## config.mk

```make
export PLATFORM = sky130hd
export DESIGN_NAME = isf_status
export DESIGN_NICKNAME = d
export VERILOG_FILES = /design/src/core/isf_pkg.sv /design/src/core/isf_bus_if.sv /design/src/core/isf_irq.sv /design/src/core/isf_status.sv
export SDC_FILE = /design/constraint.sdc
export NUM_CORES = 1
export LEC_CHECK = 0
export ABC_AREA = 1
export BUFFER_PORTS_ARGS = -buffer_cell sky130_fd_sc_hd__buf_2
export CAP_MARGIN = 20
export CORE_MARGIN = 2
export CORE_UTILIZATION = 50
export DETAILED_ROUTE_END_ITERATION = 8
export PLACE_DENSITY = 0.87
export SLEW_MARGIN = 20
export SYNTH_ARGS = -nofsm -noshare
export SYNTH_HDL_FRONTEND = slang
export SYNTH_SLANG_ARGS = --single-unit
```

## constraint.sdc

```tcl
create_clock -name sys_clk -period 2 [get_ports sys_clk]
set_clock_uncertainty 0.15 [all_clocks]
set_input_delay 0.4 -clock sys_clk [delete_from_list [all_inputs] [get_ports sys_clk]]
set_output_delay 0.4 -clock sys_clk [all_outputs]
set_load 0.01 [all_outputs]
```

## src/core/isf_pkg.sv

```systemverilog
package isf_pkg;
  localparam int          AddrWidth     = 4;
  localparam int          DataWidth     = 32;
  localparam int          StatusWidth   = 16;
  localparam logic [3:0]  OffStatus     = 4'h0;
  localparam logic [3:0]  OffMask       = 4'h4;
  localparam logic [3:0]  OffEvent      = 4'h8;
  localparam logic [3:0]  OffControl    = 4'hC;
  localparam int          BitAckMissing = 15;
  localparam int          BitTxActive   = 14;
  localparam int          BitCollision  = 10;
  localparam int          BitGenCall    = 9;
  localparam int          BitTenBit     = 8;
  localparam int          BitWriteCol   = 7;
  localparam int          BitOverflow   = 6;
  localparam int          BitDataAddr   = 5;
  localparam int          BitStop       = 4;
  localparam int          BitStart      = 3;
  localparam int          BitReadWrite  = 2;
  localparam int          BitRxFull     = 1;
  localparam int          BitTxFull     = 0;
  localparam int          EvtCount      = 4;
  localparam int          EvtCollision  = 0;
  localparam int          EvtWriteCol   = 1;
  localparam int          EvtOverflow   = 2;
  localparam int          EvtAckMissing = 3;
  localparam int          CtlEnable     = 0;
  localparam logic [15:0] StatusMask    = 16'hC7FF;
  localparam logic [15:0] StatusReset   = 16'h0000;
  localparam logic [3:0]  EvtReset      = 4'h0;
endpackage : isf_pkg

```

## src/core/isf_bus_if.sv

```systemverilog
interface isf_bus_if;
  logic [isf_pkg::StatusWidth-1:0] status;
  logic [isf_pkg::EvtCount-1:0]    events;
  logic [isf_pkg::EvtCount-1:0]    mask;
  logic [isf_pkg::EvtCount-1:0]    clearOnes;
  logic                            clearWrite;
  logic                            irq;
  modport core (output status, output events);
  modport irqs (input events, input mask, input clearOnes, input clearWrite, output irq);
  modport top (input status, input irq, output mask, output clearOnes, output clearWrite);
endinterface : isf_bus_if

```

## src/core/isf_irq.sv

```systemverilog
module isf_irq
  import isf_pkg::*;
(
  input  wire logic sys_clk,
  input  wire logic reset_n,
  isf_bus_if.irqs   bus
);
  typedef struct packed {
    logic [EvtCount-1:0] sticky;
    logic                irq;
  } isf_irq_s;

  isf_irq_s stateReg;
  isf_irq_s stateNext;

  always_comb
  begin
    stateNext = stateReg;
    // Set wins over a write-one clear in the same cycle.
    if (bus.clearWrite)
    begin
      stateNext.sticky = stateReg.sticky & ~bus.clearOnes;
    end
    stateNext.sticky = stateNext.sticky | bus.events;
    stateNext.irq    = |(stateNext.sticky & bus.mask);
  end

  always_ff @(posedge sys_clk or negedge reset_n)
  begin
    if (!reset_n)
    begin
      stateReg <= '0;
    end
    else
    begin
      stateReg <= stateNext;
    end
  end

  assign bus.irq = stateReg.irq;
endmodule : isf_irq

```

## src/core/isf_status.sv

```systemverilog
// Functional notes
// RULE_01: Master transmit: ack-missing flag takes slave ack result when ack ends.
// RULE_02: Master-transmit-active set at transmission start, cleared when slave ack ends.
// RULE_03: Bus-collision flag set on collision during any master operation.
// RULE_04: Collision flag ignores software; clears only on disable then re-enable.
// RULE_05: General-call flag set on general call match, cleared at stop.
// RULE_06: Ten-bit match flag set on second address byte match, cleared at stop.
// RULE_07: Transmit holding write while busy fails, sets sticky write-collision flag.
// RULE_08: Receive transfer while holding register full sets overflow flag; software clears.
// RULE_09: Slave: data-or-address flag cleared on address match, set on data byte.
// RULE_10: Bits 31..16 and 13..11 read zero and ignore writes.
// RULE_11: Bits 4..0 hold stop, start, direction, rx full, tx full; reset zero.
//
// Decided for this implementation: the plain strobed port and the placing of the registers.
module isf_status
  import isf_pkg::*;
(
  input  wire logic                  sys_clk,
  input  wire logic                  reset_n,
  input  wire logic [AddrWidth-1:0]  regAddr,
  input  wire logic [DataWidth-1:0]  regWdata,
  input  wire logic                  regWrite,
  input  wire logic                  regRead,
  output logic      [DataWidth-1:0]  regRdata,
  input  wire logic                  busBusy,
  input  wire logic                  masterTxStart,
  input  wire logic                  slaveAckEnd,
  input  wire logic                  slaveAckLow,
  input  wire logic                  collisionSeen,
  input  wire logic                  genCallMatch,
  input  wire logic                  tenBitMatch,
  input  wire logic                  addrMatch,
  input  wire logic                  slaveAddrRead,
  input  wire logic                  dataByteRcvd,
  input  wire logic                  rxTransfer,
  input  wire logic                  rxHoldingRead,
  input  wire logic                  txHoldingWrite,
  input  wire logic                  txShiftLoad,
  input  wire logic                  startDetected,
  input  wire logic                  stopDetected,
  output logic                       txWriteAccept,
  output logic                       rxLoad,
  output logic                       moduleEnable,
  output logic                       irqOut
);
  typedef struct packed {
    logic [StatusWidth-1:0] status;
    logic [EvtCount-1:0]    mask;
    logic                   enable;
    logic [DataWidth-1:0]   rdata;
    logic                   txAccept;
    logic                   rxLoad;
    logic [EvtCount-1:0]    eventView;
  } isf_state_s;

  isf_state_s stateReg;
  isf_state_s stateNext;
  isf_bus_if  irqBus ();

  function automatic logic isWrite(input logic [AddrWidth-1:0] a,
                                   input logic [AddrWidth-1:0] off,
                                   input logic                 w);
    isWrite = w && (a == off);
  endfunction : isWrite

  logic writeStatus;
  logic writeMask;
  logic writeEvent;
  logic writeControl;
  logic reEnable;
  logic rxFullNow;
  logic txFullNow;
  logic [EvtCount-1:0] events;

  always_comb
  begin
    writeStatus  = isWrite(regAddr, OffStatus, regWrite);
    writeMask    = isWrite(regAddr, OffMask, regWrite);
    writeEvent   = isWrite(regAddr, OffEvent, regWrite);
    writeControl = isWrite(regAddr, OffControl, regWrite);
    reEnable     = writeControl && regWdata[CtlEnable] && !stateReg.enable;
    rxFullNow    = stateReg.status[BitRxFull];
    txFullNow    = stateReg.status[BitTxFull];
    events       = '0;
    stateNext    = stateReg;
    stateNext.txAccept = 1'b0;
    stateNext.rxLoad   = 1'b0;
    if (writeMask)
    begin
      stateNext.mask = regWdata[EvtCount-1:0];
    end
    if (writeControl)
    begin
      stateNext.enable = regWdata[CtlEnable];
    end
    if (stateReg.enable)
    begin
      // RULE_02 transmit active
      if (masterTxStart)
      begin
        stateNext.status[BitTxActive] = 1'b1;
      end
      else if (slaveAckEnd)
      begin
        stateNext.status[BitTxActive] = 1'b0;
      end
      // RULE_01 ack result latch
      if (slaveAckEnd && stateReg.status[BitTxActive])
      begin
        stateNext.status[BitAckMissing] = !slaveAckLow;
        events[EvtAckMissing] = !slaveAckLow;
      end
      // RULE_03 collision detect
      if (collisionSeen)
      begin
        stateNext.status[BitCollision] = 1'b1;
        events[EvtCollision] = 1'b1;
      end
      // RULE_05 general call
      // RULE_06 ten bit match
      if (stopDetected)
      begin
        stateNext.status[BitGenCall] = 1'b0;
        stateNext.status[BitTenBit]  = 1'b0;
      end
      if (genCallMatch)
      begin
        stateNext.status[BitGenCall] = 1'b1;
      end
      if (tenBitMatch)
      begin
        stateNext.status[BitTenBit] = 1'b1;
      end
      // RULE_09 last byte kind
      if (addrMatch)
      begin
        stateNext.status[BitDataAddr]  = 1'b0;
        stateNext.status[BitReadWrite] = slaveAddrRead;
      end
      else if (dataByteRcvd)
      begin
        stateNext.status[BitDataAddr] = 1'b1;
      end
      // RULE_11 start and stop seen
      if (startDetected)
      begin
        stateNext.status[BitStart] = 1'b1;
        stateNext.status[BitStop]  = 1'b0;
      end
      else if (stopDetected)
      begin
        stateNext.status[BitStop]  = 1'b1;
        stateNext.status[BitStart] = 1'b0;
      end
    end
    // RULE_04 collision sticky
    if (reEnable)
    begin
      stateNext.status[BitCollision] = 1'b0;
    end
    // RULE_07 write collision
    // RULE_08 receive overflow
    // Software clears these by writing one; a same-cycle event still sets them.
    if (writeStatus)
    begin
      if (regWdata[BitWriteCol])
      begin
        stateNext.status[BitWriteCol] = 1'b0;
      end
      if (regWdata[BitOverflow])
      begin
        stateNext.status[BitOverflow] = 1'b0;
      end
    end
    // RULE_11 holding flags
    if (txShiftLoad)
    begin
      stateNext.status[BitTxFull] = 1'b0;
    end
    if (rxHoldingRead)
    begin
      stateNext.status[BitRxFull] = 1'b0;
    end
    if (txHoldingWrite)
    begin
      // RULE_07 busy write fails
      if (busBusy || txFullNow)
      begin
        stateNext.status[BitWriteCol] = 1'b1;
        events[EvtWriteCol] = 1'b1;
      end
      else
      begin
        stateNext.txAccept = 1'b1;
        stateNext.status[BitTxFull] = 1'b1;
      end
    end
    if (rxTransfer)
    begin
      // RULE_08 overflow keeps old byte
      if (rxFullNow && !rxHoldingRead)
      begin
        stateNext.status[BitOverflow] = 1'b1;
        events[EvtOverflow] = 1'b1;
      end
      else
      begin
        stateNext.rxLoad = 1'b1;
        stateNext.status[BitRxFull] = 1'b1;
      end
    end
    // Readback copy of the irq sticky bits; it must clear exactly as the irq block does.
    stateNext.eventView = stateReg.eventView | events;
    if (writeEvent)
    begin
      stateNext.eventView = (stateReg.eventView & ~regWdata[EvtCount-1:0]) | events;
    end
    // RULE_10 unimplemented bits zero
    stateNext.status = stateNext.status & StatusMask;
    stateNext.rdata  = '0;
    if (regRead)
    begin
      case (regAddr)
        OffStatus:  stateNext.rdata = {16'h0000, stateReg.status & StatusMask};
        OffMask:    stateNext.rdata = {28'h0000000, stateReg.mask};
        OffEvent:   stateNext.rdata = {28'h0000000, irqBus.status[EvtCount-1:0]};
        OffControl: stateNext.rdata = {31'h00000000, stateReg.enable};
        default:    stateNext.rdata = '0;
      endcase
    end
  end

  // The irq block keeps its own sticky copy so that status bits stay pure hardware state.
  assign irqBus.mask       = stateReg.mask;
  assign irqBus.clearOnes  = regWdata[EvtCount-1:0];
  assign irqBus.clearWrite = writeEvent;
  assign irqBus.events     = events;

  isf_irq u_irq
  (
    .sys_clk (sys_clk),
    .reset_n (reset_n),
    .bus     (irqBus.irqs)
  );

  assign irqBus.status = {12'h000, stateReg.eventView};

  always_ff @(posedge sys_clk or negedge reset_n)
  begin
    if (!reset_n)
    begin
      stateReg <= '0;
    end
    else
    begin
      stateReg <= stateNext;
    end
  end

  assign regRdata      = stateReg.rdata;
  assign txWriteAccept = stateReg.txAccept;
  assign rxLoad        = stateReg.rxLoad;
  assign moduleEnable  = stateReg.enable;
  assign irqOut        = irqBus.irq;
endmodule : isf_status

```

# ---- Word level (Yosys, flattened, before mapping)
# Cells that the tools add are included.
dict set report classes {
  n_reduce_logical 29
  eq_ne 3
  n_mux 41
  bitwise_logic 7
}
# op n
set ops {}
lappend ops {{case mux 16 bit (4 select lines)} 1}
lappend ops {{two-way mux 1 bit} 32}
lappend ops {{two-way mux 16 bit} 1}
lappend ops {{AND reduction 2 bit} 8}
lappend ops {{nonzero test 2 bit} 7}
lappend ops {{AND 4 bit} 3}
lappend ops {{OR 4 bit} 3}
lappend ops {{== test 4 bit, second input constant} 2}
lappend ops {{logical AND 1 bit} 8}
lappend ops {{two-way mux 2 bit} 4}
lappend ops {{two-way mux 4 bit} 2}
lappend ops {{== test 4 x 3 -> 1 bit, second input constant} 1}
lappend ops {{logical NOT 4 bit} 1}
lappend ops {{NOT 4 bit} 1}
lappend ops {{OR reduction 4 bit} 1}
lappend ops {{logical NOT 1 bit} 3}
lappend ops {{two-way mux 3 bit} 1}
lappend ops {{logical OR 1 bit} 1}
dict set report totals {
  out_inout_bits 36
  regBits 61
}

# ---- Depth between registers and ports, before layout
dict set report depth {
  depth_word 7
  ltp_mapped 9
  mapped_depth_nobuf 9
}

# ---- By module
# From an unflattened synthesis, not the netlist that was laid out.
dict set report hier_totals {
  cells_unflattened 242
  area_unflattened_um2 2062.0
}
# mod area_per_inst_um2 cells_per_inst seq_area_each_um2 n_inst
set by_module_without_submodules {}
lappend by_module_without_submodules {isf_status 1835.5 212 925.9 1}
lappend by_module_without_submodules {isf_irq 226.5 30 125.1 1}

# ---- Worst setup path after synthesis
# OpenSTA, ideal clock, no wires.
dict set report synth_path {
  path_type {in2reg}
  startpoint {in regAddr[3]}
  endpoint {reg stateReg (netlist bit irqBus.mask[1])}
  required_ns 1.725
  path_buffers 0
  slack_ns 0.695
  setup_time_ns 0.125
  path_stages 5
  arrival_time_ns 1.030
  path_cell_list {inv_2 > nand3_2 > inv_2 > nand2_4 > mux2_4}
}
dict set report synth_between {
  elab_chain_len 2
}
# element line
set synth_rtl {}
lappend synth_rtl {{start: declaration} isf_status.sv:20} ;# input wire logic [AddrWidth-1:0] regAddr,
lappend synth_rtl {{== test 4 x 3 -> 1 bit} isf_status.sv:63} ;# isWrite = w && (a == off);
lappend synth_rtl {{logical AND 1 bit} isf_status.sv:63}
lappend synth_rtl {{end signal: assignment} isf_status.sv:256} ;# stateReg <= stateNext;
lappend synth_rtl {{end: declaration} isf_status.sv:56} ;# isf_state_s stateReg;
# No other way between the ends.
# A chain may end at the register's enable or synchronous reset.

# ---- Worst setup path after layout
dict set report layout_path {
  startpoint {reg stateReg (netlist bit moduleEnable)}
  endpoint {out moduleEnable}
}
# element line
set layout_lines {}
lappend layout_lines {{end: declaration} isf_status.sv:43} ;# output logic moduleEnable,
# No word-level cell between the ends.

==> run summary <==
In this run the core area contains 22 standard-cell rows. The number of synthesis warnings is 0. The wire length after detailed routing came out at 3.25 mm. The buffer count from post-CTS setup fixing is 0.

The first global-routing pass estimated around 5.5 mm of wire. The effective utilization at floorplan came out at 53.0%. The run finished with clean final reports. For this run, the total global-route usage over all layers was measured as 16.7%.

Entering global routing, the biggest net connects 43 pins. The worst setup slack for register-to-register paths came out at 0.53 ns. The count of final max-slew check failures came out at 0. The number of H-tree branching levels is 2. The worst register-to-register path begins at moduleEnable. Clock-pin slew was measured on the worst setup and hold paths at 0.08 ns. The cell type of the slowest stage on the worst timing path is dfrtp_1. Of all nets on the critical path, the largest fanout is 13. The longest clock path from root to sink contains 2 buffers. Once placement finished, the instance area stood at 2080 um^2. The multi-input gate area in the final layout came out at 608 um^2. The final worst setup slack is 0.359 ns. The worst hold path was traced through 2 stages. The number of buffer and inverter stages on the critical path is 1. Setup repair after global routing left no endpoint under its margin. The final antenna diode count came out at 0.

The final-report setup violation count came out at 0. The placer's final routability congestion estimate came out at around 0.83. The number of cells produced by synthesis is 214.

The post-layout minimum cycle time came out at 1.64 ns. The final hold violation count came out at 0. The power density relative to cell area came out at 986 nW/um^2. In this run the standard cell core region covers 3720 um^2. The internal power contribution came out at approximately 0.0016 W.

The total congestion overflow after global routing came out at 0. The post-route non-filler standard cell count came out at 301. The count of unique library cells instantiated by Yosys is 26. The I/O pin count is 92. The path with the worst hold slack has its endpoint at stateReg[43]. After synthesis the cells add up to 1970 um^2. The type of element capturing the critical path is an output pin.

Net switching is roughly a quarter of the power. The mean instance size in the synthesized netlist is roughly 9.2 um^2. In this run the remaining antenna-violating nets after routing total 0. The number of fill cells in the layout is 354. The static power due to leakage came out at about 1.3 nW. The cell at the root of the clock tree is clkbuf_8.

The number of nets in the finished design came out at 308. At the end of the flow the core is filled with cells to roughly 60%. The critical path in this run is classified as reg -> out. The die outline area is 4450 um^2.

From left edge to right edge, the die measures about 67 um. TritonCTS built the clock tree. Of the cells placed in the final design, the portion with a size suffix greater than 1 is 28.1%.

The sequential element share of the synthesized area came out at between 50% and 60%. For the worst-skew pair, the clock arrives at the later sink with an insertion delay of 0.30 ns. The largest total area in the synthesized netlist belongs to dfrtp_1. The combinational fraction of design power came out at 15.6%. The critical path's largest stage delay came out at 0.58 ns.

The number of DRC markers after the initial detailed-route iteration is 33. The required time of the critical path is around 1.5 ns. The signal on the critical path passes through buf_2. The floorplan die height is 66.7 um. The portion of synthesized cell area occupied by the leading cell type is 53.4%. The via count came out at 1327. The tool flagged a number of max-cap violations equal to 0.

Registers are responsible for between 40% and 50% of the overall power. The final total negative setup slack is 0 ns. The register bit total from synthesis is 42. The post-placement worst setup slack came out at 0.313 ns. For this run, design rule violations remaining after detail routing come to 0. The data arrival time of the worst path came out at 1.09 ns. The total clock sinks came out at between 40 and 50. The net switching component of the power is 0.000567 W.

The total area of sequential cells is ~1100 um^2. The ratio of routed vias to standard cells came out at between 4 and 5. The kind of cell with the highest combined delay along the critical path is flip-flops. The highest attainable clock frequency came out at around 600 MHz.

The type of the worst min-delay path is in -> reg. The peak ir drop on the vdd network is 0.469 mV. The endpoint identified for the worst register-to-register timing path is u_irq.bus.irq. The total non-filler cell area in the finished layout came out at 2230 um^2. After synthesis, the cell types taking the most area are dfrtp_1 53%, buf_4 13%, nand2_1 10%, inv_1 5.1%, nand3_1 2.5%. The layout overhead on the synthesized area came out at 13.3%.

The clock group share of total power is roughly 36%. The number of global-route vias before repair is 1274. The element type at the critical path start is a flip-flop. The length of the first detailed-routing pass in iterations came out at 4. The launch instance of the worst min-delay path is txShiftLoad. The clock buffer count from CTS is 5.

The count of buffers inserted at the top-level ports is 46. Counting cells, the worst reg-to-reg path comes to 8. The number of antenna violations at the first check in global routing was 0.

The cell count after placement is 292. Dividing the detail-routed wire length by the instance count gives 10.8 um. After layout, the worst path uses 82.0% of the clock period. The post-detailed-placement half-perimeter wirelength came out at 2.42 mm.
==> cell families after synthesis <==
| logic type | after synthesis | synth area share (%) |
|---|---|---|
| compound gates | 13 | 4.00 |
| buf+inv | 65 | 19.1 |
| flops | 42 | 53.4 |
| mux | 4 | 2.86 |
| other cells | 1 | 0.191 |
| simple gates | 89 | 20.4 |
==> power groups by stage <==
stage / logic, W / clock network [W] / registers (W)
floorplan: 0.000277 / 0 / 0.00106
global placement: 0.000334 / 0 / 0.00107
detailed placement: 0.000345 / 0 / 0.00108
CTS: 0.000349 / 0.000818 / 0.00106
global route: 0.000404 / 0.000862 / 0.00108
finish: 0.000343 / 0.000794 / 0.00106
==> worst reg2reg max path, stage by stage, from the launching register on <==
cell and delay (ns):
dfrtp_1 0.58, nand2_1 0.13, nor2_1 0.15, nand2_1 0.10, nand2_1 0.11, nand2_1 0.06
nand2_1 0.05, inv_1 0.03, nand2_1 0.05
==> registers in the layout, indices dropped and copies added, names as in the netlist <==
name            count
regRdata           13
txWriteAccept       1
u_irq.stateReg      4
irqBus.status       4
moduleEnable        1
rxFullNow           1
stateReg           12
irqBus.mask         4
rxLoad              1
u_irq.bus.irq       1
==> synth_stat cells, drive strengths merged <==
| cell | instances |
|---|---|
| mux2 | 4 |
| a21oi | 2 |
| inv | 30 |
| nand3 | 12 |
| a22o | 1 |
| nand4 | 4 |
| o21ai | 4 |
| nand2 | 57 |
| conb | 1 |
| o22ai | 4 |
| buf | 35 |
| nor2 | 15 |
| o21a | 1 |
| o211ai | 1 |
| or2 | 1 |
| dfrtp | 42 |
==> final cells by class <==
| class | instances | area share [%] |
|---|---|---|
| inverter | 30 | 5.05 |
| tap | 48 | 2.69 |
| sequential | 42 | 47.1 |
| timing repair buffer | 48 | 11.7 |
| clock buffer | 5 | 3.09 |
| multi-input combinational | 125 | 27.3 |
| clock inverter | 3 | 3.09 |
==> per-stage QoR <==
step           hold WS, ns  power (W)
6_report             0.151    0.00220
5_1_grt              0.137    0.00234
4_1_cts              0.131    0.00223
3_5_place_dp         0.237    0.00142
3_3_place_gp         0.235    0.00141
2_1_floorplan      -0.0456    0.00134
==> worst max-delay path by stage <==
stage,startpoint,to,slack (ns),cells after the start
detailed placement,regAddr[1],irqBus.mask[2],0.31,6
CTS,moduleEnable,moduleEnable,0.34,1
floorplan,regAddr[3],irqBus.mask[1],0.69,5
finish,moduleEnable,moduleEnable,0.36,1
global placement,regAddr[1],irqBus.mask[3],0.33,6
global route,moduleEnable,moduleEnable,0.27,1
==> layer usage <==
metal | track usage (%) | routed length, um
met1 | 20.0 | 1440
met2 | 26.9 | 1550
met3 | 6.93 | 202
met4 | 6.12 | 58
met5 | 0 | 0
==> repair_timing <==
item / in CTS / in global routing
setup endpoints to repair: 0 / 0
endpoints found under the hold margin: 42 / 0
hold buffers: 1 / 0
resized for setup: 0 / 0
==> cells in the final DEF, fill, tap and decap left out <==
cell           netlist  layout
nand2_4              1       1
or2_2                1       1
nand4_1              4       4
o21ai_1              1       1
o22ai_1              4       4
clkbuf_8             0       5
nand3_1             10      10
a22o_1               1       1
nand2_1             54      54
nand2_2              2       2
conb_1               1      19
clkinv_4             0       1
a21oi_1              2       2
nand3_2              2       2
mux2_2               1       1
dfrtp_1             42      42
dlygate4sd3_1        0       1
o21a_1               1       1
nor2_2               1       1
inv_2                3       3
mux2_4               3       3
nor2_4               2       2
bufinv_16            0       2
o21ai_0              3       3
inv_1               27      27
o211ai_1             1       1
buf_2                1      46
nor2_1              12      12
buf_12               0       1
(Power assumes the default switching activity.)
